--- src/verilog/mic_supply_pkg.sv ---
// Purpose: Shared constants and types for the microphone supply and button timing registers.
// Assumes: 250 MHz ref_clk; register map reached over the two-wire serial host port.
// Notes:   Times are kept in milliseconds and converted to cycle counts here.
`default_nettype none

package mic_supply_pkg;

  // Clock rate.
  localparam int CLK_KHZ = 250000;

  // Register offsets.
  localparam logic [7:0] OFS_POWER_ENABLES = 8'h03;
  localparam logic [7:0] OFS_VOLTAGE       = 8'h04;
  localparam logic [7:0] OFS_HOLD          = 8'h05;

  // Field positions.
  localparam int BIT_PUMP     = 3;
  localparam int BIT_SUPPLY   = 2;
  localparam int BIT_PREAMP   = 1;
  localparam int BIT_HPAMP    = 0;
  localparam int BIT_CV_FLAG  = 7;
  localparam int BIT_CD_FLAG  = 6;
  localparam int VSEL_LSB     = 0;
  localparam int HOLD_LSB     = 3;

  // Reset values and limits.
  localparam logic [3:0] RST_ENABLES = 4'hf;
  localparam logic [3:0] RST_VSEL    = 4'hb;
  localparam logic [3:0] VSEL_MAX    = 4'hd;
  localparam logic [2:0] RST_HOLD    = 3'h7;

  // Hold time codes.
  localparam logic [2:0] HOLD_CODE_5MS    = 3'h0;
  localparam logic [2:0] HOLD_CODE_500MS  = 3'h1;
  localparam logic [2:0] HOLD_CODE_1000MS = 3'h2;
  localparam logic [2:0] HOLD_CODE_2000MS = 3'h4;

  // Hold times and their cycle counts.
  localparam int HOLD_T5_MS    = 5;
  localparam int HOLD_T500_MS  = 500;
  localparam int HOLD_T1000_MS = 1000;
  localparam int HOLD_T2000_MS = 2000;
  localparam int HOLD_T2500_MS = 2500;
  localparam int HOLD_CYC_5    = HOLD_T5_MS * CLK_KHZ;
  localparam int HOLD_CYC_500  = HOLD_T500_MS * CLK_KHZ;
  localparam int HOLD_CYC_1000 = HOLD_T1000_MS * CLK_KHZ;
  localparam int HOLD_CYC_2000 = HOLD_T2000_MS * CLK_KHZ;
  localparam int HOLD_CYC_2500 = HOLD_T2500_MS * CLK_KHZ;
  localparam int CNT_W         = 30;

  // Serial port.
  localparam logic [3:0] BITS_PER_BYTE = 4'h8;

  typedef enum logic [2:0] {
    I2C_IDLE,
    I2C_ADDR,
    I2C_ACK,
    I2C_WRITE,
    I2C_READ,
    I2C_MACK
  } i2c_state_type;

  typedef struct packed {
    logic pump;
    logic supply;
    logic preamp;
    logic hpAmp;
  } power_enables_type;

  typedef struct packed {
    logic cvMode;
    logic cdMode;
  } supply_mode_type;

  typedef struct packed {
    i2c_state_type     state;
    logic              sclPrev;
    logic              sdaPrev;
    logic [3:0]        bitCnt;
    logic [7:0]        shift;
    logic [7:0]        ptr;
    logic              rw;
    logic              first;
    logic              sdaOe;
    power_enables_type en;
    logic [3:0]        vsel;
    logic [2:0]        holdSel;
  } regs_state_type;

  typedef struct packed {
    logic [CNT_W-1:0] cnt;
    logic             fired;
    logic             req;
  } hold_state_type;

endpackage

`default_nettype wire

--- src/verilog/button_hold_timer.sv ---
// Purpose: Measures how long the push button is held and requests power-down once it passes the limit.
// Assumes: buttonHeld is synchronous to ref_clk.
// Notes:   One request per press; the button must be released before another can follow.
`default_nettype none

module button_hold_timer #(
  parameter int CNT_W = mic_supply_pkg::CNT_W
) (
  // Clock and reset.
  input  wire logic             ref_clk,
  input  wire logic             rstn,
  // Button and limit.
  input  wire logic             buttonHeld,
  input  wire logic [CNT_W-1:0] holdCycles,
  // Result.
  output logic                  powerDownReq
);

  // The count must fit a signed int and hold at least the shortest limit.
  if (CNT_W < 2 || CNT_W > 31) begin : g_bad_width
    $error("button_hold_timer: CNT_W out of range");
  end

  mic_supply_pkg::hold_state_type st_reg;
  mic_supply_pkg::hold_state_type st_next;

  always_comb begin
    st_next     = st_reg;
    st_next.req = 1'b0;
    if (!buttonHeld) begin
      st_next.cnt   = '0;
      st_next.fired = 1'b0;
    end else if (!st_reg.fired) begin
      if (st_reg.cnt >= holdCycles - CNT_W'(1)) begin
        st_next.req   = 1'b1;
        st_next.fired = 1'b1;
      end else begin
        st_next.cnt = st_reg.cnt + CNT_W'(1);
      end
    end
  end

  always_ff @(posedge ref_clk or negedge rstn) begin
    if (!rstn) begin
      st_reg <= '0;
    end else begin
      st_reg <= st_next;
    end
  end

  assign powerDownReq = st_reg.req;

endmodule // button_hold_timer

`default_nettype wire

--- src/verilog/mic_supply_regs.sv ---
// Purpose: Microphone supply, amplifier enable and button hold time registers behind a two-wire serial port.
// Assumes: sclIn/sdaIn already synchronous to ref_clk and much slower than it; open-drain data line.
// Notes:   One byte pointer, auto-increment on every written data byte and every host-acknowledged read byte, unmapped offsets read zero and ignore writes.
// Functional notes
// - Bias charge pump follows its bit, default on.
// - Supply regulator follows its bit, default on.
// - Preamplifier follows its bit, default on.
// - Headphone amplifier follows its bit, default on.
// - Bit 7 reads constant-voltage mode flag.
// - Bit 6 reads constant-drop mode flag.
// - Voltage code 0..13, default 11; never 14/15.
// - Power-down only after button held selected time.
// - Hold codes decode to 5..2500 ms.
// - Hold time applies in every control mode.
// - All registers reachable over serial port always.
`default_nettype none

module mic_supply_regs #(
  parameter logic [6:0] DEV_ADDR   = 7'h2a, // Arbitrary serial address.
  parameter int         CYC_5MS    = mic_supply_pkg::HOLD_CYC_5,
  parameter int         CYC_500MS  = mic_supply_pkg::HOLD_CYC_500,
  parameter int         CYC_1000MS = mic_supply_pkg::HOLD_CYC_1000,
  parameter int         CYC_2000MS = mic_supply_pkg::HOLD_CYC_2000,
  parameter int         CYC_2500MS = mic_supply_pkg::HOLD_CYC_2500
) (
  // Clock and reset.
  input  wire logic                              ref_clk,
  input  wire logic                              rstn,
  // Serial host port.
  input  wire logic                              sclIn,
  input  wire logic                              sdaIn,
  output logic                                   sdaOut,
  output logic                                   sdaOe,
  // Analog status and button.
  input  wire mic_supply_pkg::supply_mode_type   supplyMode,
  input  wire logic                              buttonHeld,
  // Analog controls.
  output mic_supply_pkg::power_enables_type      powerEnables,
  output logic [3:0]                             micSupplyVoltageSelect,
  output logic                                   powerDownReq
);

  localparam int CW = mic_supply_pkg::CNT_W;

  // The timer compares against count minus one, so zero would wrap.
  if (CYC_5MS < 1 || CYC_500MS < 1 || CYC_1000MS < 1 || CYC_2000MS < 1 || CYC_2500MS < 1) begin : g_bad_count
    $error("mic_supply_regs: hold counts must be at least one cycle");
  end
  if (CYC_5MS >= (1 << CW) || CYC_500MS >= (1 << CW) || CYC_1000MS >= (1 << CW) ||
      CYC_2000MS >= (1 << CW) || CYC_2500MS >= (1 << CW)) begin : g_bad_width
    $error("mic_supply_regs: hold counts exceed counter width");
  end

  mic_supply_pkg::regs_state_type st_reg;
  mic_supply_pkg::regs_state_type st_next;

  logic          sclRise;
  logic          sclFall;
  logic          startCond;
  logic          stopCond;
  logic [7:0]    readData;
  logic [CW-1:0] holdCycles;

  assign sclRise   = sclIn & ~st_reg.sclPrev;
  assign sclFall   = ~sclIn & st_reg.sclPrev;
  assign startCond = sclIn & st_reg.sclPrev & st_reg.sdaPrev & ~sdaIn;
  assign stopCond  = sclIn & st_reg.sclPrev & ~st_reg.sdaPrev & sdaIn;

  // Read mux; the mode flags are sampled live, never stored.
  always_comb begin
    readData = 8'h00;
    case (st_reg.ptr)
      mic_supply_pkg::OFS_POWER_ENABLES: begin
        readData[mic_supply_pkg::BIT_PUMP]   = st_reg.en.pump;
        readData[mic_supply_pkg::BIT_SUPPLY] = st_reg.en.supply;
        readData[mic_supply_pkg::BIT_PREAMP] = st_reg.en.preamp;
        readData[mic_supply_pkg::BIT_HPAMP]  = st_reg.en.hpAmp;
      end
      mic_supply_pkg::OFS_VOLTAGE: begin
        readData[mic_supply_pkg::BIT_CV_FLAG] = supplyMode.cvMode;
        readData[mic_supply_pkg::BIT_CD_FLAG] = supplyMode.cdMode;
        readData[mic_supply_pkg::VSEL_LSB +: 4] = st_reg.vsel;
      end
      mic_supply_pkg::OFS_HOLD: begin
        readData[mic_supply_pkg::HOLD_LSB +: 3] = st_reg.holdSel;
      end
      default: begin
        readData = 8'h00;
      end
    endcase
  end

  always_comb begin
    st_next         = st_reg;
    st_next.sclPrev = sclIn;
    st_next.sdaPrev = sdaIn;
    if (startCond) begin
      st_next.state  = mic_supply_pkg::I2C_ADDR;
      st_next.bitCnt = 4'h0;
      st_next.first  = 1'b1;
      st_next.sdaOe  = 1'b0;
    end else if (stopCond) begin
      st_next.state = mic_supply_pkg::I2C_IDLE;
      st_next.sdaOe = 1'b0;
    end else begin
      case (st_reg.state)
        mic_supply_pkg::I2C_ADDR, mic_supply_pkg::I2C_WRITE: begin
          if (sclRise && st_reg.bitCnt != mic_supply_pkg::BITS_PER_BYTE) begin
            st_next.shift  = {st_reg.shift[6:0], sdaIn};
            st_next.bitCnt = st_reg.bitCnt + 4'h1;
          end else if (sclFall && st_reg.bitCnt == mic_supply_pkg::BITS_PER_BYTE) begin
            st_next.bitCnt = 4'h0;
            if (st_reg.state == mic_supply_pkg::I2C_ADDR) begin
              if (st_reg.shift[7:1] == DEV_ADDR) begin
                st_next.rw    = st_reg.shift[0];
                st_next.state = mic_supply_pkg::I2C_ACK;
                st_next.sdaOe = 1'b1;
              end else begin
                st_next.state = mic_supply_pkg::I2C_IDLE;
              end
            end else begin
              if (st_reg.first) begin
                st_next.ptr = st_reg.shift;
              end else begin
                // Every register is writable regardless of any mode control bit.
                case (st_reg.ptr)
                  mic_supply_pkg::OFS_POWER_ENABLES: begin
                    st_next.en.pump   = st_reg.shift[mic_supply_pkg::BIT_PUMP];
                    st_next.en.supply = st_reg.shift[mic_supply_pkg::BIT_SUPPLY];
                    st_next.en.preamp = st_reg.shift[mic_supply_pkg::BIT_PREAMP];
                    st_next.en.hpAmp  = st_reg.shift[mic_supply_pkg::BIT_HPAMP];
                  end
                  mic_supply_pkg::OFS_VOLTAGE: begin
                    // Flag bits are dropped; forbidden voltage codes leave the old code in place.
                    if (st_reg.shift[mic_supply_pkg::VSEL_LSB +: 4] <= mic_supply_pkg::VSEL_MAX) begin
                      st_next.vsel = st_reg.shift[mic_supply_pkg::VSEL_LSB +: 4];
                    end
                  end
                  mic_supply_pkg::OFS_HOLD: begin
                    st_next.holdSel = st_reg.shift[mic_supply_pkg::HOLD_LSB +: 3];
                  end
                  default: begin
                    st_next.holdSel = st_reg.holdSel;
                  end
                endcase
                st_next.ptr = st_reg.ptr + 8'h01;
              end
              st_next.first = 1'b0;
              st_next.state = mic_supply_pkg::I2C_ACK;
              st_next.sdaOe = 1'b1;
            end
          end
        end
        mic_supply_pkg::I2C_ACK: begin
          if (sclFall) begin
            st_next.bitCnt = 4'h0;
            if (st_reg.rw) begin
              st_next.shift = readData;
              st_next.sdaOe = ~readData[7];
              st_next.state = mic_supply_pkg::I2C_READ;
            end else begin
              st_next.sdaOe = 1'b0;
              st_next.state = mic_supply_pkg::I2C_WRITE;
            end
          end
        end
        mic_supply_pkg::I2C_READ: begin
          if (sclRise) begin
            st_next.bitCnt = st_reg.bitCnt + 4'h1;
          end else if (sclFall) begin
            if (st_reg.bitCnt == mic_supply_pkg::BITS_PER_BYTE) begin
              st_next.sdaOe = 1'b0;
              st_next.state = mic_supply_pkg::I2C_MACK;
            end else begin
              st_next.sdaOe = ~st_reg.shift[3'(4'h7 - st_reg.bitCnt)];
            end
          end
        end
        mic_supply_pkg::I2C_MACK: begin
          if (sclRise) begin
            if (sdaIn) begin
              st_next.state = mic_supply_pkg::I2C_IDLE;
            end else begin
              st_next.ptr   = st_reg.ptr + 8'h01;
              st_next.state = mic_supply_pkg::I2C_ACK;
            end
          end
        end
        default: begin
          st_next.state = mic_supply_pkg::I2C_IDLE;
          st_next.sdaOe = 1'b0;
        end
      endcase
    end
  end

  always_ff @(posedge ref_clk or negedge rstn) begin
    if (!rstn) begin
      st_reg         <= '0;
      st_reg.state   <= mic_supply_pkg::I2C_IDLE;
      st_reg.sclPrev <= 1'b1;
      st_reg.sdaPrev <= 1'b1;
      st_reg.en      <= mic_supply_pkg::RST_ENABLES;
      st_reg.vsel    <= mic_supply_pkg::RST_VSEL;
      st_reg.holdSel <= mic_supply_pkg::RST_HOLD;
    end else begin
      st_reg <= st_next;
    end
  end

  // Undefined codes 3, 5, 6 and 7 fall back to the longest time.
  always_comb begin
    case (st_reg.holdSel)
      mic_supply_pkg::HOLD_CODE_5MS:    holdCycles = CW'(CYC_5MS);
      mic_supply_pkg::HOLD_CODE_500MS:  holdCycles = CW'(CYC_500MS);
      mic_supply_pkg::HOLD_CODE_1000MS: holdCycles = CW'(CYC_1000MS);
      mic_supply_pkg::HOLD_CODE_2000MS: holdCycles = CW'(CYC_2000MS);
      default:                          holdCycles = CW'(CYC_2500MS);
    endcase
  end

  // The button level comes from whichever control style is fitted.
  button_hold_timer #(
    .CNT_W (CW)
  ) holdTimer (
    .ref_clk      (ref_clk),
    .rstn         (rstn),
    .buttonHeld   (buttonHeld),
    .holdCycles   (holdCycles),
    .powerDownReq (powerDownReq)
  );

  assign sdaOut                 = 1'b0;
  assign sdaOe                  = st_reg.sdaOe;
  assign powerEnables           = st_reg.en;
  assign micSupplyVoltageSelect = st_reg.vsel;

endmodule // mic_supply_regs

`default_nettype wire

--- config.mk ---
export PLATFORM = sky130hd
export DESIGN_NAME = mic_supply_regs
export DESIGN_NICKNAME = d
export VERILOG_FILES = /design/src/verilog/mic_supply_pkg.sv /design/src/verilog/button_hold_timer.sv /design/src/verilog/mic_supply_regs.sv
export SDC_FILE = /design/constraint.sdc
export NUM_CORES = 1
export LEC_CHECK = 0
export BUFFER_PORTS_ARGS = -buffer_cell sky130_fd_sc_hd__clkbuf_2
export CELL_PAD_IN_SITES_DETAIL_PLACEMENT = 0
export CELL_PAD_IN_SITES_GLOBAL_PLACEMENT = 1
export CORE_MARGIN = 2
export CORE_UTILIZATION = 45
export CTS_CLUSTER_SIZE = 28
export DETAILED_ROUTE_END_ITERATION = 6
export GPL_TIMING_DRIVEN = 0
export PLACE_DENSITY_LB_ADDON = 0.1
export SLEW_MARGIN = 15
export SYNTH_ARGS = -nofsm -noshare
export SYNTH_HDL_FRONTEND = slang
export SYNTH_SLANG_ARGS = --single-unit
export TNS_END_PERCENT = 30
--- constraint.sdc ---
create_clock -name ref_clk -period 8.2 [get_ports ref_clk]
set_clock_uncertainty 0.2 [all_clocks]
set_input_delay 0.41 -clock ref_clk [delete_from_list [all_inputs] [get_ports ref_clk]]
set_output_delay 0.41 -clock ref_clk [all_outputs]
set_load 0.03 [all_outputs]
==> flow_metrics.tcl <==
set metrics [dict create \
    outcome "finished, final reports clean" \
    synthesis.nets 619 \
    r2r-end "holdTimer.st_reg[23]" \
    wl_met2_mm 5.71 \
    yosysMostFrequentCell "dfrtp_1" \
    wl_met1_mm 7.10 \
    clk_pin_slew_ps 80 \
    reg2reg_from "st_reg[0]" \
    ioPinCount 18 \
    cts_htree_levels 3 \
    hold_viol 0 \
    ant_nets 0 \
    ys_warn_count 0 \
    synth_commonest_cells "dfrtp_1 (59), nand2_1 (58), a21oi_1 (46)" \
    hp-class "in -> reg" \
    worstSetupEndpointType "flop" \
    numCtsBuffers 9 \
    die_area_mm2 0.0121 \
    wl_met3_um 753 \
    drt-wirelength-per-cell_um 18.2 \
    antenna_cells 0 \
    ys_top_cells_by_area "dfrtp_1 (29%), ha_1 (8.2%), dfstp_2 (6.3%)" \
    syn-mean-instance-area_um2 8.70 \
    nNetsFinal 649 \
    vdd_drop_max_mv 0.111 \
    syn-cell-area_mm2 0.00504 \
    rsz0062_at_grt "no" \
    path_max_fanout 10 \
    crit_type "reg -> reg" \
    die_h_um 110 \
    hp-start "supplyMode[0]" \
    grt_usage_pct 24.6 \
    clk_latency_ps 380 \
    netlist-cell-type-count 61 \
    fin_util_pct 51.4 \
    fp.coreArea_mm2 0.0109 \
    first_pass_iters 5 \
    cts_tree "built" \
    reg2reg_slack_ps 3680 \
    p_per_area_mw_per_mm2 179 \
    drive_above_1_share_pct 12.4 \
    grt_antenna_before_repair 0 \
    num_rows 38 \
    finalMaxSlewViolations 0 \
    dp_hpwl_mm 10.0 \
    timing.fmax_mhz 221 \
    via_per_inst 6.05 \
    grt_pass1_wl_mm 22.7 \
    fin_crit_ps 4520 \
    r2r_cells 15 \
    fin_tns_setup_ps 0 \
    drc_errors 0 \
    post-cts-setup-buffers 0 \
    synth_top_area_share_pct 29.3 \
    cts-root-buf "clkbuf_8" \
    instances_no_fill 754 \
    min_to "st_reg[28]" \
    setup_viol 0 \
    largest_reg_flops 31 \
    fp.dieW_um 110 \
    clock_path_buffers 2 \
    timing.hold.ws_ps 254 \
    slew_headroom_pct 34.4 \
    required_ps 8300 \
    area_growth_pct 11.0 \
    portBuffers 15 \
    route.vias.total 4558 \
    period_share_pct 55.2 \
    synth_edf_count 0 \
    globalRouteOverflowTotal 0 \
    ys_ff_latch 71 \
    arrival_ps 4620 \
    place_congestion 0.871 \
    p_leak_nw 2.41 \
    maxUsedRoutingLayer "met4" \
    synth.largest_area_cell "dfrtp_1" \
    drtIter0Drc 322 \
    cp-start-kind "flop" \
    async_flop_share_pct 100 \
    max-cap-violations 0 \
    worstMarginPinSlew_ps 970 \
    netlist_instances 579 \
    initial_core_util_pct 46.3 \
    ys_seq_area_share_pct 35.6 \
    cts_sinks 71 \
    dp_cells 735 \
    grt_pass1_vias 4334 \
    wl_mm 13.7 \
    synth_ff_type "dfrtp_1" \
    min_path_cells 4 \
    grt_start_max_net_pins 46 \
    n_fill_cell 1025 \
]
layout make-up:
type                            count  area (um^2)  share of cell area (%)
Buffer                             36          174                    3.11
Clock buffer                        9          124                    2.21
Clock inverter                      7          119                    2.13
Inverter                           35          131                    2.35
Multi-Input combinational cell    437         2940                    52.6
Sequential cell                    71         1790                    32.0
Tap cell                          140          175                    3.13
Timing Repair Buffer               19          135                    2.42
where the power goes:
| part | switching [mW] | internal (mW) | leakage [nW] |
|---|---|---|---|
| logic | 0.123 | 0.0815 | 1.37 |
| clock network | 0.154 | 0.202 | 0.116 |
| registers | 0.0539 | 0.384 | 0.928 |
| total | 0.331 | 0.668 | 2.41 |
cells in the final DEF (no fill, tap or decap), drive strengths merged, types with 4 or more instances in the layout:
cell type	synthesis	layout
and3	18	18
o21a	4	4
or4	9	9
o41ai	18	18
nor2	31	31
ha	33	33
o21ai	40	40
nor4	5	5
and2	6	6
clkbuf	25	49
buf	11	12
nand2	58	58
inv	33	34
o311ai	8	8
nand2b	20	20
a21oi	46	46
mux2i	10	10
mux2	14	14
nand4	11	11
dfstp	12	12
nor3	11	11
a31oi	8	8
o2111ai	11	11
or3	4	4
nand3	21	21
dfrtp	59	59
xor2	4	4
worst max path at each step:
stage,from,endpoint,slack (ps)
after floorplan,st_reg[0],holdTimer.st_reg[11],4830
after global placement,st_reg[0],holdTimer.st_reg[11],3820
after detailed placement,st_reg[0],holdTimer.st_reg[12],3760
after CTS,st_reg[0],holdTimer.st_reg[12],3740
after global routing,st_reg[0],holdTimer.st_reg[19],3290
final,st_reg[0],holdTimer.st_reg[23],3680
repair_timing:
action	CTS	global route
resized for setup	0	0
hold buffers	3	0
endpoints found under the setup margin	0	0
endpoints found under the hold margin	28	0
routing by layer:
layer  track usage (%)  vias to the layer above
met5                 0                        -
met4              8.05                        0
met3              3.85                       11
met2              33.8                      118
met1              38.7                     2211
li1                  -                     2218
metrics by stage:
step | power [mW] | area [um^2] | worst slack, ps
2_1_floorplan | 0.575 | 5040 | 4830
3_3_place_gp | 0.642 | 5290 | 3820
3_5_place_dp | 0.647 | 5320 | 3760
4_1_cts | 1.00 | 5590 | 3740
5_1_grt | 1.06 | 5590 | 3290
6_report | 0.999 | 5590 | 3680
worst max-delay path, stage by stage, from the launching register on:
cell and delay, ps:
dfstp_2 520, clkbuf_1 360, nor2_1 130, and2_1 200, inv_1 160, nand2_1 120
inv_1 110, o21ai_0 140, ha_1 350, a21oi_1 160, o21a_1 180, o211ai_1 230
nor4_1 740, clkbuf_1 500, o2111ai_1 160, a21oi_1 190
cell families (layout without fill, tap and decap cells):
family | count (synthesis) | count (layout) | synth area share [%]
adder cells (fa/ha/maj) | 33 | 33 | 8.19
multiplexers | 26 | 26 | 6.01
flip-flops | 71 | 71 | 35.6
AND/OR/NAND/NOR | 212 | 212 | 22.5
XOR/XNOR | 5 | 5 | 0.869
buffers and inverters | 71 | 106 | 6.06
AO/OA/AOI/OAI | 160 | 160 | 20.7
other | 1 | 1 | 0.0744
Note: power is estimated with default switching activity, not from simulation.
